$ cat src/hbi_pkg.sv
// How it works
// [RQ1] Muxed: latch address, select, acknowledge during strobe.
// [RQ2] Muxed: data strobe times each transfer.
// [RQ3] Muxed: direction high reads, low writes.
// [RQ4] Both muxed strobes low resets device.
// [RQ5] Muxed: six latched address bits pick register.
// [RQ6] Muxed read drives register; unmapped stays released.
// [RQ7] Chain out high only when allowed.
// [RQ8] Request pin pulled low when pending, enabled.
// [RQ9] Acknowledge with pending forces chain out low.
// [RQ10] Muxed acknowledge: vector out, set in-service.
// [RQ11] Chip select low enables non-muxed access.
// [RQ12] Read and write both low resets device.
// [RQ13] Non-muxed read drives chosen register.
// [RQ14] Non-muxed write stores at write strobe fall.
// [RQ15] Host spaces accesses three clocks apart.
// [RQ16] Host keeps acknowledge synchronous and stable.
// [RQ17] Non-muxed acknowledge: vector, in-service on read.
// [RQ18] Request and wait change on clock.
// [RQ19] Control logic and timer use peripheral clock.
// [RQ20] Handshake lines: request line or general port.
// [RQ21] Second port: timer output or general port.
// [RQ22] Two address lines map data and control.
// [RQ23] Control access: pointer write, then register.
// [RQ24] Alignment bit chooses which bus bits decode.
// [RQ25] Losing acknowledge keeps bus released, flags unchanged.
package hbi_pkg;

    // Register offsets inside the 64-entry control space.
    localparam logic [5:0] MASTER_CTRL_ADDR = 6'h00;
    localparam logic [5:0] CONFIG_ADDR      = 6'h01;
    localparam logic [5:0] VECTOR_ADDR      = 6'h02;
    localparam logic [5:0] HS_DIR_ADDR      = 6'h06;
    localparam logic [5:0] COMMAND_ADDR     = 6'h08;
    localparam logic [5:0] FIRST_DATA_ADDR  = 6'h0d;
    localparam logic [5:0] SECOND_DATA_ADDR = 6'h0e;
    localparam logic [5:0] HS_DATA_ADDR     = 6'h0f;
    localparam logic [5:0] TIMER_LOAD_ADDR  = 6'h16;
    localparam logic [5:0] FIRST_DIR_ADDR   = 6'h23;
    localparam logic [5:0] SECOND_DIR_ADDR  = 6'h2b;

    // Field positions.
    localparam int MC_RESET_BIT   = 0;
    localparam int MC_ALIGN_BIT   = 1;
    localparam int MC_ENABLE_BIT  = 7;
    localparam int CFG_TIMER_BIT  = 0;
    localparam int CFG_TMR_PIN    = 1;
    localparam int CFG_HS_REQ     = 2;
    localparam int CMD_CLR_PEND   = 0;
    localparam int CMD_CLR_SERV   = 1;

    // Reset values and fixed answers.
    localparam logic [7:0] REG_RESET_VAL  = 8'h00;
    localparam logic [7:0] MC_RESET_VAL   = 8'h01;
    localparam logic [7:0] RESET_READ_VAL = 8'h01;

    // Non-muxed address line codes.
    localparam logic [1:0] SEL_HS     = 2'h0;
    localparam logic [1:0] SEL_SECOND = 2'h1;
    localparam logic [1:0] SEL_FIRST  = 2'h2;
    localparam logic [1:0] SEL_CTRL   = 2'h3;

    // Two-step control access states.
    typedef enum logic {ST_POINTER, ST_TARGET} hbi_state_t;

    // One decoded access, from either bus variant.
    typedef struct packed {
        logic       rd;
        logic       wr;
        logic       ack;
        logic [5:0] addr;
        logic [7:0] data;
    } hbi_access_t;

endpackage

$ cat src/hbi_host_bus.sv
`timescale 1ns/1ps
`default_nettype none

// Three-stage pin synchroniser; a new level is taken once stages two and three agree.
module hbi_sync3 #(
    parameter int W = 1
) (
    input  wire logic         i_clk,
    input  wire logic         i_reset_n,
    input  wire logic [W-1:0] i_d,
    output var  logic [W-1:0] o_q
);
    logic [W-1:0] s1_reg;  // Metastable stage, read only by s2_reg.
    logic [W-1:0] s2_reg;  // Second stage.
    logic [W-1:0] s3_reg;  // Third stage.

    // Per bit, the filtered level moves only when the two settled stages agree.
    always_ff @(posedge i_clk or negedge i_reset_n) begin
        if (!i_reset_n) begin
            s1_reg <= '1;
            s2_reg <= '1;
            s3_reg <= '1;
            o_q    <= '1;
        end else begin
            s1_reg <= i_d;
            s2_reg <= s1_reg;
            s3_reg <= s2_reg;
            for (int b = 0; b < W; b++) begin
                if (s2_reg[b] == s3_reg[b]) begin
                    o_q[b] <= s2_reg[b];
                end
            end
        end
    end
endmodule

// Host bus port with both bus variants, daisy chain, ports and one timer source.
module hbi_host_bus (
    input  wire logic       I_CLK,
    input  wire logic       I_RESET_N,
    input  wire logic       I_MUXED_MODE,
    input  wire logic       I_ADDR_STROBE_N,
    input  wire logic       I_DATA_STROBE_N,
    input  wire logic       I_READ_HIGH,
    input  wire logic       I_SELECT_LOW_N,
    input  wire logic       I_SELECT_HIGH,
    input  wire logic       I_RD_N,
    input  wire logic       I_WR_N,
    input  wire logic       I_CHIP_SEL_N,
    input  wire logic [1:0] I_ADDR,
    input  wire logic       I_VECTOR_ACK_IN_N,
    input  wire logic       I_CHAIN_ENABLE_IN,
    input  wire logic [7:0] I_BUS_LINES,
    output var  logic [7:0] O_BUS_LINES,
    output var  logic       O_BUS_OE,
    input  wire logic       I_IRQ_N,
    output var  logic       O_IRQ_N,
    output var  logic       O_IRQ_OE,
    output var  logic       O_CHAIN_ENABLE_OUT,
    input  wire logic [7:0] I_FIRST_PORT_LINES,
    output var  logic [7:0] O_FIRST_PORT_LINES,
    output var  logic [7:0] O_FIRST_PORT_OE,
    input  wire logic [7:0] I_SECOND_PORT_LINES,
    output var  logic [7:0] O_SECOND_PORT_LINES,
    output var  logic [7:0] O_SECOND_PORT_OE,
    input  wire logic [3:0] I_HANDSHAKE_PORT_LINES,
    output var  logic [3:0] O_HANDSHAKE_PORT_LINES,
    output var  logic [3:0] O_HANDSHAKE_PORT_OE
);
    logic [12:0] ctl_s;           // Synchronised strobes, selects and mode.
    logic [7:0]  bus_s;           // Synchronised bus lines.
    logic [19:0] port_s;          // Synchronised port inputs.
    logic        as_n, ds_n, rw_high, sel_lo_n, sel_hi, rd_n, wr_n, ce_n;
    logic        ack_n, chain_in, muxed;
    logic [1:0]  addr_pins;
    logic        ds_prev_reg;     // Previous data strobe level.
    logic        rd_prev_reg;     // Previous read strobe level.
    logic        wr_prev_reg;     // Previous write strobe level.
    logic [5:0]  maddr_reg;       // Latched muxed register address.
    logic        msel_reg;        // Latched muxed select.
    logic        mack_reg;        // Latched muxed acknowledge, high when active.
    logic [5:0]  ptr_reg;         // Control pointer.
    hbi_pkg::hbi_state_t state_reg;
    logic [7:0]  regs [64];       // Control space storage.
    logic        pending_flag;    // Interrupt pending.
    logic        in_service_flag; // Interrupt under service.
    logic [7:0]  timer_reg;       // Down counter.
    logic        timer_pin_reg;   // Toggles each time the counter expires.
    hbi_pkg::hbi_access_t acc;    // Decoded access of this cycle.
    logic        ctrl_sel;        // Non-muxed access names the control path.
    logic        ptr_load;        // This write loads the pointer.
    logic        strobe_reset;    // Illegal strobe pair seen.
    logic        in_reset;        // Reset bit of master control.
    logic        ack_active;      // An acknowledge cycle is under way.
    logic        win;             // This device answers the acknowledge.
    logic        timer_zero;      // Counter expiry event.
    logic        strobe_idle;     // Muxed data strobe or non-muxed read strobe released.
    logic [7:0]  rdata;           // Read data for acc.addr.
    logic        exists;          // acc.addr names a register.

    hbi_sync3 #(.W(13)) u_sync_ctl (
        .i_clk     (I_CLK),
        .i_reset_n (I_RESET_N),
        .i_d       ({I_MUXED_MODE, I_ADDR_STROBE_N, I_DATA_STROBE_N, I_READ_HIGH,
                     I_SELECT_LOW_N, I_SELECT_HIGH, I_RD_N, I_WR_N, I_CHIP_SEL_N,
                     I_ADDR, I_VECTOR_ACK_IN_N, I_CHAIN_ENABLE_IN}),
        .o_q       (ctl_s)
    );
    hbi_sync3 #(.W(8)) u_sync_bus (
        .i_clk     (I_CLK),
        .i_reset_n (I_RESET_N),
        .i_d       (I_BUS_LINES),
        .o_q       (bus_s)
    );
    hbi_sync3 #(.W(20)) u_sync_port (
        .i_clk     (I_CLK),
        .i_reset_n (I_RESET_N),
        .i_d       ({I_HANDSHAKE_PORT_LINES, I_SECOND_PORT_LINES, I_FIRST_PORT_LINES}),
        .o_q       (port_s)
    );

    assign {muxed, as_n, ds_n, rw_high, sel_lo_n, sel_hi, rd_n, wr_n, ce_n,
            addr_pins, ack_n, chain_in} = ctl_s;
    assign in_reset    = regs[hbi_pkg::MASTER_CTRL_ADDR][hbi_pkg::MC_RESET_BIT];
    assign strobe_idle = muxed ? ds_n : rd_n;
    assign ack_active  = muxed ? mack_reg : !ack_n;

    // Illegal strobe pairs act as a reset of the whole block.
    assign strobe_reset = muxed ? (!as_n && !ds_n)     // [RQ4]
                                : (!rd_n && !wr_n);    // [RQ12]

    // Strobe history for edge detection.
    always_ff @(posedge I_CLK or negedge I_RESET_N) begin
        if (!I_RESET_N) begin
            ds_prev_reg <= 1'b1;
            rd_prev_reg <= 1'b1;
            wr_prev_reg <= 1'b1;
        end else begin
            ds_prev_reg <= ds_n;
            rd_prev_reg <= rd_n;
            wr_prev_reg <= wr_n;
        end
    end

    // While the address strobe is low the muxed address phase is tracked; the last
    // value seen before it rises stays latched for the data phase.
    always_ff @(posedge I_CLK or negedge I_RESET_N) begin
        if (!I_RESET_N) begin
            maddr_reg <= 6'h00;
            msel_reg  <= 1'b0;
            mack_reg  <= 1'b0;
        end else if (muxed && !as_n && ds_n) begin
            msel_reg <= !sel_lo_n && sel_hi;                  // [RQ1]
            mack_reg <= !ack_n;                               // [RQ1]
            maddr_reg <= regs[hbi_pkg::MASTER_CTRL_ADDR][hbi_pkg::MC_ALIGN_BIT]
                       ? bus_s[5:0] : bus_s[6:1];             // [RQ5] [RQ24]
        end
    end

    // Decode one access per strobe fall, in either variant.
    always_comb begin
        acc      = '0;
        ctrl_sel = 1'b0;
        ptr_load = 1'b0;
        acc.data = bus_s;
        if (muxed) begin
            // The data strobe fall times the transfer; direction picks read or write.
            if (!ds_n && ds_prev_reg && !as_n == 1'b0) begin // [RQ2]
                acc.ack  = mack_reg;
                acc.rd   = msel_reg && !mack_reg && rw_high;  // [RQ3]
                acc.wr   = msel_reg && !mack_reg && !rw_high; // [RQ3]
                acc.addr = maddr_reg;
            end
        end else begin
            acc.ack  = !rd_n && rd_prev_reg && !ack_n;
            acc.rd   = !rd_n && rd_prev_reg && ack_n && !ce_n;  // [RQ11] [RQ13]
            acc.wr   = !wr_n && wr_prev_reg && !ce_n;           // [RQ11] [RQ14]
            ctrl_sel = (addr_pins == hbi_pkg::SEL_CTRL);
            case (addr_pins)                                    // [RQ22]
                hbi_pkg::SEL_HS:     acc.addr = hbi_pkg::HS_DATA_ADDR;
                hbi_pkg::SEL_SECOND: acc.addr = hbi_pkg::SECOND_DATA_ADDR;
                hbi_pkg::SEL_FIRST:  acc.addr = hbi_pkg::FIRST_DATA_ADDR;
                default:             acc.addr = ptr_reg;
            endcase
            // In reset the pointer is pinned to master control, so a control write
            // goes straight there; otherwise the reset bit could never be cleared.
            ptr_load = ctrl_sel && acc.wr && !in_reset
                       && (state_reg == hbi_pkg::ST_POINTER);  // [RQ23]
        end
    end

    // Only listed offsets exist; data registers read the live port lines.
    always_comb begin
        exists = 1'b1;
        rdata  = regs[acc.addr];
        case (acc.addr)
            hbi_pkg::FIRST_DATA_ADDR:  rdata = port_s[7:0];
            hbi_pkg::SECOND_DATA_ADDR: rdata = port_s[15:8];
            hbi_pkg::HS_DATA_ADDR:     rdata = {4'h0, port_s[19:16]};
            hbi_pkg::MASTER_CTRL_ADDR, hbi_pkg::CONFIG_ADDR, hbi_pkg::VECTOR_ADDR,
            hbi_pkg::HS_DIR_ADDR, hbi_pkg::COMMAND_ADDR, hbi_pkg::TIMER_LOAD_ADDR,
            hbi_pkg::FIRST_DIR_ADDR, hbi_pkg::SECOND_DIR_ADDR: rdata = regs[acc.addr];
            default:                   exists = 1'b0;
        endcase
        if (in_reset) begin
            rdata = hbi_pkg::RESET_READ_VAL;
        end
    end

    // A device that loses the acknowledge neither drives the bus nor marks service.
    assign win = acc.ack && chain_in && pending_flag && !in_service_flag;  // [RQ25]

    // Two-step control state; any control read returns it to the pointer step.
    always_ff @(posedge I_CLK or negedge I_RESET_N) begin
        if (!I_RESET_N) begin
            state_reg <= hbi_pkg::ST_POINTER;
            ptr_reg   <= hbi_pkg::MASTER_CTRL_ADDR;
        end else if (strobe_reset || in_reset) begin
            state_reg <= hbi_pkg::ST_POINTER;
            ptr_reg   <= hbi_pkg::MASTER_CTRL_ADDR;
        end else if (!muxed && ctrl_sel && (acc.rd || acc.wr)) begin
            case (state_reg)                                  // [RQ23]
                hbi_pkg::ST_POINTER: begin
                    if (ptr_load) begin
                        ptr_reg   <= acc.data[5:0];
                        state_reg <= hbi_pkg::ST_TARGET;
                    end
                end
                hbi_pkg::ST_TARGET: state_reg <= hbi_pkg::ST_POINTER;
                default:            state_reg <= hbi_pkg::ST_POINTER;
            endcase
        end
    end

    // Register writes; in reset only the reset bit may be written.
    always_ff @(posedge I_CLK or negedge I_RESET_N) begin
        if (!I_RESET_N) begin
            for (int i = 0; i < 64; i++) begin
                regs[i] <= hbi_pkg::REG_RESET_VAL;
            end
            regs[hbi_pkg::MASTER_CTRL_ADDR] <= hbi_pkg::MC_RESET_VAL;
        end else if (strobe_reset) begin
            for (int i = 0; i < 64; i++) begin
                regs[i] <= hbi_pkg::REG_RESET_VAL;
            end
            regs[hbi_pkg::MASTER_CTRL_ADDR] <= hbi_pkg::MC_RESET_VAL;  // [RQ4] [RQ12]
        end else if (acc.wr && !ptr_load && exists) begin
            if (in_reset) begin
                if (acc.addr == hbi_pkg::MASTER_CTRL_ADDR) begin
                    regs[hbi_pkg::MASTER_CTRL_ADDR] <= {7'h00, acc.data[0]};
                end
            end else begin
                regs[acc.addr] <= acc.data;                   // [RQ14]
            end
        end
    end

    // Timer on the block clock; expiry is the interrupt source.
    always_ff @(posedge I_CLK or negedge I_RESET_N) begin
        if (!I_RESET_N) begin
            timer_reg     <= 8'h00;
            timer_pin_reg <= 1'b0;
        end else if (!regs[hbi_pkg::CONFIG_ADDR][hbi_pkg::CFG_TIMER_BIT] || in_reset) begin
            timer_reg     <= regs[hbi_pkg::TIMER_LOAD_ADDR];
            timer_pin_reg <= 1'b0;
        end else if (timer_zero) begin
            timer_reg     <= regs[hbi_pkg::TIMER_LOAD_ADDR];  // [RQ19]
            timer_pin_reg <= !timer_pin_reg;
        end else begin
            timer_reg <= timer_reg - 8'h01;                   // [RQ19]
        end
    end
    assign timer_zero = regs[hbi_pkg::CONFIG_ADDR][hbi_pkg::CFG_TIMER_BIT] && !in_reset
                        && (timer_reg == 8'h00);

    // Pending and in-service flags; a set in the same cycle as its clear wins.
    always_ff @(posedge I_CLK or negedge I_RESET_N) begin
        if (!I_RESET_N) begin
            pending_flag    <= 1'b0;
            in_service_flag <= 1'b0;
        end else if (strobe_reset || in_reset) begin
            pending_flag    <= 1'b0;
            in_service_flag <= 1'b0;
        end else begin
            if (timer_zero) begin
                pending_flag <= 1'b1;
            end else if (acc.wr && acc.addr == hbi_pkg::COMMAND_ADDR
                         && acc.data[hbi_pkg::CMD_CLR_PEND]) begin
                pending_flag <= 1'b0;
            end
            if (win) begin
                in_service_flag <= 1'b1;                      // [RQ10] [RQ17]
            end else if (acc.wr && acc.addr == hbi_pkg::COMMAND_ADDR
                         && acc.data[hbi_pkg::CMD_CLR_SERV]) begin
                in_service_flag <= 1'b0;
            end
        end
    end

    // Bus driver: vector on a won acknowledge, register on a mapped read,
    // released when the strobe rises. A lost acknowledge leaves the bus alone.
    always_ff @(posedge I_CLK or negedge I_RESET_N) begin
        if (!I_RESET_N) begin
            O_BUS_LINES <= 8'h00;
            O_BUS_OE    <= 1'b0;
        end else if (strobe_reset || strobe_idle) begin
            O_BUS_OE <= 1'b0;
        end else if (win) begin
            O_BUS_LINES <= regs[hbi_pkg::VECTOR_ADDR];        // [RQ10] [RQ17]
            O_BUS_OE    <= 1'b1;
        end else if (acc.rd && exists) begin
            O_BUS_LINES <= rdata;                             // [RQ6] [RQ13]
            O_BUS_OE    <= 1'b1;
        end
    end

    // Interrupt request pin and daisy chain output, both registered.
    always_ff @(posedge I_CLK or negedge I_RESET_N) begin
        if (!I_RESET_N) begin
            O_IRQ_N            <= 1'b0;
            O_IRQ_OE           <= 1'b0;
            O_CHAIN_ENABLE_OUT <= 1'b0;
        end else begin
            O_IRQ_N  <= 1'b0;
            O_IRQ_OE <= pending_flag && !in_reset
                        && regs[hbi_pkg::MASTER_CTRL_ADDR][hbi_pkg::MC_ENABLE_BIT]; // [RQ8]
            O_CHAIN_ENABLE_OUT <= chain_in && !in_service_flag
                                  && !(ack_active && pending_flag);                 // [RQ7] [RQ9]
        end
    end

    // Port pins: general data, the timer on second port line 0 and the request
    // on handshake line 3. Every pin is released while in reset.
    always_ff @(posedge I_CLK or negedge I_RESET_N) begin
        if (!I_RESET_N) begin
            O_FIRST_PORT_LINES     <= 8'h00;
            O_FIRST_PORT_OE        <= 8'h00;
            O_SECOND_PORT_LINES    <= 8'h00;
            O_SECOND_PORT_OE       <= 8'h00;
            O_HANDSHAKE_PORT_LINES <= 4'h0;
            O_HANDSHAKE_PORT_OE    <= 4'h0;
        end else begin
            O_FIRST_PORT_LINES  <= regs[hbi_pkg::FIRST_DATA_ADDR];
            O_FIRST_PORT_OE     <= in_reset ? 8'h00 : regs[hbi_pkg::FIRST_DIR_ADDR];
            O_SECOND_PORT_LINES <= regs[hbi_pkg::SECOND_DATA_ADDR];
            O_SECOND_PORT_OE    <= in_reset ? 8'h00 : regs[hbi_pkg::SECOND_DIR_ADDR];
            O_HANDSHAKE_PORT_LINES <= regs[hbi_pkg::HS_DATA_ADDR][3:0];
            O_HANDSHAKE_PORT_OE <= in_reset ? 4'h0 : regs[hbi_pkg::HS_DIR_ADDR][3:0];
            if (regs[hbi_pkg::CONFIG_ADDR][hbi_pkg::CFG_TMR_PIN]) begin
                O_SECOND_PORT_LINES[0] <= timer_pin_reg;      // [RQ21]
            end
            if (regs[hbi_pkg::CONFIG_ADDR][hbi_pkg::CFG_HS_REQ]) begin
                O_HANDSHAKE_PORT_LINES[3] <= pending_flag && !in_service_flag; // [RQ20] [RQ18]
            end
        end
    end
endmodule

`default_nettype wire

$ cat config.mk
export PLATFORM = sky130hd
export DESIGN_NAME = hbi_host_bus
export DESIGN_NICKNAME = d
export VERILOG_FILES = /design/src/hbi_pkg.sv /design/src/hbi_host_bus.sv
export SDC_FILE = /design/constraint.sdc
export NUM_CORES = 1
export LEC_CHECK = 0
export CAP_MARGIN = 20
export CORE_UTILIZATION = 34
export CTS_CLUSTER_DIAMETER = 200
export DETAILED_ROUTE_END_ITERATION = 16
export DONT_BUFFER_PORTS = 1
export GPL_ROUTABILITY_DRIVEN = 0
export SLEW_MARGIN = 30
export SYNTH_ARGS = -nofsm -noshare
export SYNTH_HDL_FRONTEND = slang
export SYNTH_SLANG_ARGS = --single-unit
$ cat constraint.sdc
create_clock -name I_CLK -period 3.5 [get_ports I_CLK]
set_input_delay 0.35 -clock I_CLK [delete_from_list [all_inputs] [get_ports I_CLK]]
set_output_delay 0.35 -clock I_CLK [all_outputs]
set_load 0.01 [all_outputs]
* Yosys cells after proc, flatten, opt, wreduce, memory -nomap -nowiden
Cells that the tools add are included.
** Operators by class
- Multipliers :: 0
- Div/mod/pow operators :: 0
- Bitwise gates (word level) :: 3
- Equality and inequality tests :: 57
- Reductions and logical operators :: 75
- Magnitude comparators :: 2
- Shift operators :: 0
- Muxes and demuxes :: 51
- Add/subtract/negate cells :: 1
** Operator list (count)
- two-way mux 512 bit :: 2
- bitwise mux 512 bit :: 1
- two-way mux 504 bit :: 1
- two-way mux 8 bit :: 12
- binary-select mux 8 bit (select 6 bit) :: 1
- demux 8 bit (select 6 bit) :: 1
- == test 1 bit :: 41
- logical AND 1 bit :: 39
- two-way mux 6 bit :: 5
- == test 6 x 4 -> 1 bit (second input constant) :: 4
- case mux 8 bit (3 select lines) :: 1
- two-way mux 1 bit :: 22
- two-way mux 9 bit :: 2
- case mux 6 bit (3 select lines) :: 1
- logical NOT 1 bit :: 16
- == test 6 bit (second input constant) :: 2
- OR reduction 11 bit :: 1
- nonzero test 2 bit :: 5
- nonzero test 3 bit :: 3
- logical NOT 8 bit :: 1
- subtractor 8 x 1 -> 8 bit (second input constant) :: 1
- >= comparator 7 bit (second input constant) :: 1
- less-than comparator 7 x 1 -> 1 bit (second input constant) :: 1
- NOT 6 -> 7 bit :: 1
- other kinds (16) :: 24
** Storage, ports and cells
- Register bits :: 756
- Output and inout port bits :: 52
- Input bits :: 44
- Word-level logic and storage cells :: 326
- Bits in latches :: 0
- Bits in read-only memories :: 0
- Memories :: 0
- Bits in writable memories :: 0

* Depth between registers and ports, before layout
- Word-level depth :: 14
- Gate-level depth with buffers :: 14
- Depth with buffers taken out :: 10

* By module
Synthesis repeated with hierarchy kept, for this count alone.
** Second synthesis, totals
- Cell total of the unflattened synthesis :: 2575
- Area total of the unflattened synthesis :: 29598.4 um^2
** Modules (own cells, without submodules)
- hbi_host_bus :: area each 24827.6 um^2, times used 1, seq. area each 14819.2 um^2, cells an instance 2370
- hbi_sync3 (u_sync_port) :: area each 2327.2 um^2, times used 1, seq. area each 2102.0 um^2, cells an instance 100
- hbi_sync3 (u_sync_ctl) :: area each 1512.7 um^2, times used 1, seq. area each 1366.3 um^2, cells an instance 65
- hbi_sync3 (u_sync_bus) :: area each 930.9 um^2, times used 1, seq. area each 840.8 um^2, cells an instance 40

* Worst setup path before layout
Ideal clock, no wire load.
- Path type :: register -> register
- Start :: register u_sync_ctl.o_q[10]
- End :: register O_BUS_LINES[0]
- Required time :: 3.380 ns
- Period minus slack after synthesis :: 3.040 ns
- Path buffers :: 1
- Arrival time :: 2.920 ns
- Library setup time :: 0.120 ns
- Setup slack :: 0.460 ns
- Cell stages (with the launch flop) :: 9
- Cell sequence :: dfstp_2 and4b_1 buf_4 a2bb2oi_2 mux4_2 a22oi_1 a21oi_1 or4_1 a31o_2
** Between the ends
- Word-level cells in the longest chain between the ends :: 13
- Elaborated cells on any way between the ends :: 37
- Those cells by class :: 10 x eq/ne; 12 x mux; 2 x bitwise; 13 x reduce/logical
** Ends and longest elaborated chain
- start, declared :: line hbi_host_bus.sv:11 : output var logic [W-1:0] o_q
- start signal, assigned by index :: line hbi_host_bus.sv:30 : o_q[b] <= s2_reg[b];
- logical NOT 1 bit :: line hbi_host_bus.sv:129, hbi_host_bus.sv:168
- logical AND 1 bit (2 in a row) :: line hbi_host_bus.sv:168 : if (!ds_n && ds_prev_reg && !as_n == 1'b0) begin
- two-way mux 9 bit :: line hbi_host_bus.sv:168
- two-way mux 9 bit :: line hbi_host_bus.sv:166 : if (muxed) begin
- NOT 6 -> 7 bit (not written as such) :: line hbi_host_bus.sv:195, hbi_host_bus.sv:202
- binary-select mux 8 bit (select 6 bit) :: line hbi_host_bus.sv:195, hbi_host_bus.sv:202
- two-way mux 8 bit (not written as such) (2 in a row) :: line hbi_host_bus.sv:195, hbi_host_bus.sv:202
- case mux 8 bit (3 select lines) :: line hbi_host_bus.sv:196 : case (acc.addr)
- two-way mux 8 bit :: line hbi_host_bus.sv:205 : if (in_reset) begin
- two-way mux 8 bit :: line hbi_host_bus.sv:311 : end else if (acc.rd && exists) begin
- two-way mux 8 bit :: line hbi_host_bus.sv:308 : end else if (win) begin
- end signal, assigned :: line hbi_host_bus.sv:309 : O_BUS_LINES <= regs[hbi_pkg::VECTOR_ADDR];
- end signal, assigned :: line hbi_host_bus.sv:312 : O_BUS_LINES <= rdata;
- end, declared :: line hbi_host_bus.sv:54 : output var logic [7:0] O_BUS_LINES,
Several ways; a longest one is shown, not always the timed one. The select of a mux whose other input is x is not followed.
A chain may end at the register's enable or synchronous reset.

* Worst setup path after layout
- Start :: register u_sync_ctl.o_q[12]
- End :: register O_BUS_LINES[3]
** Between the ends
- Word-level cells in the longest chain between the ends :: 9
- Elaborated cells on any way between the ends :: 32
- Those cells by class :: 10 x eq/ne; 11 x mux; 2 x bitwise; 9 x reduce/logical
** Ends and longest elaborated chain (line)
- two-way mux 9 bit :: hbi_host_bus.sv:166
- NOT 6 -> 7 bit (not written as such) :: hbi_host_bus.sv:195, hbi_host_bus.sv:202
- binary-select mux 8 bit (select 6 bit) :: hbi_host_bus.sv:195, hbi_host_bus.sv:202
- two-way mux 8 bit (not written as such) (2 in a row) :: hbi_host_bus.sv:195, hbi_host_bus.sv:202
- case mux 8 bit (3 select lines) :: hbi_host_bus.sv:196
- two-way mux 8 bit :: hbi_host_bus.sv:205
- two-way mux 8 bit :: hbi_host_bus.sv:311
- two-way mux 8 bit :: hbi_host_bus.sv:308
Several ways; a longest one is shown, not always the timed one. The select of a mux whose other input is x is not followed.

==> results.md <==
* Async set or reset register ratio after synthesis at 100%
* WL/cell at 20.7 um
* Tcrit/Tclk final at 97.7%
* Grt ovf at 0
* Main combinational cell family by area after synthesis: simple AND/OR/NAND/NOR gates
* DPL Wire Length at 48.5 mm
* Antenna violations before repair at 3
* Final setup viols at 0
* Mean Syn Cell Area at 12.9 sq um
* Relative slew slack at 39.6%
* All-Layer GR Usage at 17.3%
* Residual DRC count at 0
* DP Worst Slack at -0.104 ns
* Max Freq at 292 MHz
* Fin Setup TNS at 0 ns
* Mapped Nets at 2,321
* Routed wire length at 75.0 mm
* IO Port Bufs at 0
* Post-synth top cells: 588 x dfrtp_1, 431 x and2_1, 241 x nand2_1
* Number of top-level pins at 96
* Largest register by flop count: regs
* Final Skew at 0.0272 ns
* Leading area contributor after synthesis: dfrtp_1
* Cell leakage power at 15.7 nW
* Adder-cell share of the synthesized area at 1.44%
* Largest net degree at the start of global routing at 757
* Worst Setup SP: u_sync_ctl.o_q[12]$_DFFE_PN1N_
* Worst min-delay path class: in2async
* Core ar. at 85,300 sq um
* Compound-Gate Fraction of Synth Area at 8.44%
* Cts bufs inserted at 79
* Top FF cell, synth: dfrtp_1
* Status: completed
* Fillers at 7,879
* Seq/Total Area, Yosys at 65.2%
* Worst Path Arrival at 3.97 ns
* WP data required at 4.05 ns
* Post-layout power at 19.7 mW
* Final setup margin at 0.0805 ns
* CP Class: reg2reg
* Worst setup SP type: register
* Syn-to-layout area delta at 19.1%
* Vias in the first global route at 19,000
* Cell area after synthesis at 29,300 sq um
* FF-to-FF setup slack at 0.08 ns
* Reg2Reg Depth at 11
* Vias at 18,600
* CP Max Fanout at 25
* Final hold vios at 0
* RSZ-0062 raised after global routing: false
* Maxcap violations at 0
* Top-count cell post-synth: dfrtp_1
* Pwr per Cell Area at 563 nW/um^2
* Worst-path clk slew at 0.06 ns
* Post-Synth XOR/XNOR Area at 0.179%
* Storage cell area at 19,100 sq um
* Die Wd at 296 um
* Clock Path Buffers at 3
* Fin. max-slew vios at 0
* Cell variety after synth at 75
* Final hold slack at 0.177 ns
* Vias per Instance at 5.14
* Die area at 87,400 sq um
* Min Tclk post-route at 3.42 ns
* Global-route wire length before repair at 116 mm
* H-Tree Depth at 3
* Largest register FFs at 511
* Sink Count at 756
* CP Capture Type: register
* R2r endpoint: O_BUS_LINES[3]$_DFFE_PN0P_
* Least-Margin Pin Slew at 0.902 ns
* Initial Utilization at 34.4%
* Drt first pass iters at 5
* Row count at 107
* Post-synth EDFFs at 0
* Worst reg2reg path startpoint: u_sync_ctl.o_q[12]$_DFFE_PN1N_
* Clock latency on the worst-skew pair at 0.64 ns
* Area occupied by multi-input gates at 9680 sq um
* Mux share of post-synthesis cell area at 6.58%
* Share of post-route cells with drive strength above 1 at 21.9%
* Peak VDD IR at 0.000446 V
* Root Driver: clkbuf_16
* Post-synthesis register bit count at 756
* Die height at 296 um
* Dominant cells by area after synthesis: dfrtp_1 50%, dfstp_2 15%, and2_1 9.2%
* Area share of the largest cell type after synthesis at 50.2%
* NumNets Final at 2,463
* Post-Synth Simple-Gate Area at 15.8%
* CTS tree: done
* YS warnings at 0
* Final ANT Viol Nets at 0
* 1st-iter DRT viols at 1,835
* Post-synthesis cell count at 2,276
[critical path: stages, from the launching register on]
cell       delay, ns
dfstp_2         0.55
buf_12          0.20
nand3b_1        0.18
buf_12          0.14
a2bb2oi_4       0.25
buf_12          0.23
buf_12          0.17
mux2i_1         0.08
mux4_2          0.51
o211ai_1        0.40
nand4_1         0.30
a31oi_1         0.27
[logic make-up after synthesis]
logic type,Yosys count
AND/OR/NAND/NOR,870
flip-flops,756
AO/OA/AOI/OAI,338
buffers and inverters,146
multiplexers,117
adder cells (fa/ha/maj),42
XOR/XNOR,6
other,1
[worst max-delay path by stage]
stage                                            end  slack (ns)
after floorplan           O_BUS_LINES[0]$_DFFE_PN0P_        0.46
final                     O_BUS_LINES[3]$_DFFE_PN0P_        0.08
after global routing      O_BUS_LINES[3]$_DFFE_PN0P_       0.005
after global placement         regs[166]$_DFFE_PN0P_       0.002
after CTS                 O_BUS_LINES[5]$_DFFE_PN0P_       0.009
after detailed placement       regs[226]$_DFFE_PN0P_       -0.10
[power breakdown]
group | switching [mW] | internal [mW]
logic | 1.35 | 0.699
registers | 0.172 | 9.01
clock network | 3.48 | 4.96
[what timing repair did]
item / CTS / global route
hold buffers: 41 / 1
gates cloned: 0 / 0
pin swaps: 0 / 2
setup buffers: 0 / 3
resized for setup: 3 / 9
setup endpoints to repair: 22 / 44
hold endpoints to repair: 629 / 153
[per-layer routing]
layer | global-route usage [%] | share of wire (%) | wire length, um | up-vias
li1 | - | - | - | 8129
met1 | 24.8 | 45 | 33700 | 9732
met2 | 25.5 | 45 | 33400 | 616
met3 | 3.93 | 7.3 | 5450 | 147
met4 | 6.28 | 3.2 | 2420 | 2
met5 | 0 | 0.011 | 8 | -
[placed cells by master, fill, tap and decap left out, types with 19 or more instances in the layout]
| cell type | instances |
|---|---|
| nor2b_1 | 22 |
| buf_4 | 127 |
| maj3_1 | 41 |
| and2_1 | 431 |
| clkbuf_16 | 83 |
| nor2_1 | 61 |
| o21ai_0 | 23 |
| mux4_2 | 60 |
| nand2_1 | 241 |
| buf_12 | 24 |
| dlygate4sd3_1 | 42 |
| a21oi_1 | 84 |
| dfstp_2 | 168 |
| a22o_1 | 91 |
| nand3_1 | 55 |
| a31oi_1 | 19 |
| a22oi_1 | 32 |
| mux2i_1 | 51 |
| dfrtp_1 | 588 |
[metrics by stage]
stage | cells | utilization (%) | instance area, sq um
after detailed placement | 3431 | 37.1 | 31600
after global routing | 3622 | 40.9 | 34900
after floorplan | 2276 | - | 29300
after CTS | 3613 | 40.7 | 34700
final | 3624 | 40.9 | 34900
after global placement | 3431 | 37.1 | 31600
[cell type report]
class	count	area share [%]
Timing Repair Buffer	199	5.74
Inverter	8	0.0860
Clock buffer	114	6.68
Sequential cell	756	54.8
Tap cell	1144	4.10
Multi-Input combinational cell	1374	27.7
Antenna cell	2	0.0143
Clock inverter	27	0.878
Note: power is estimated with default switching activity, not from simulation.
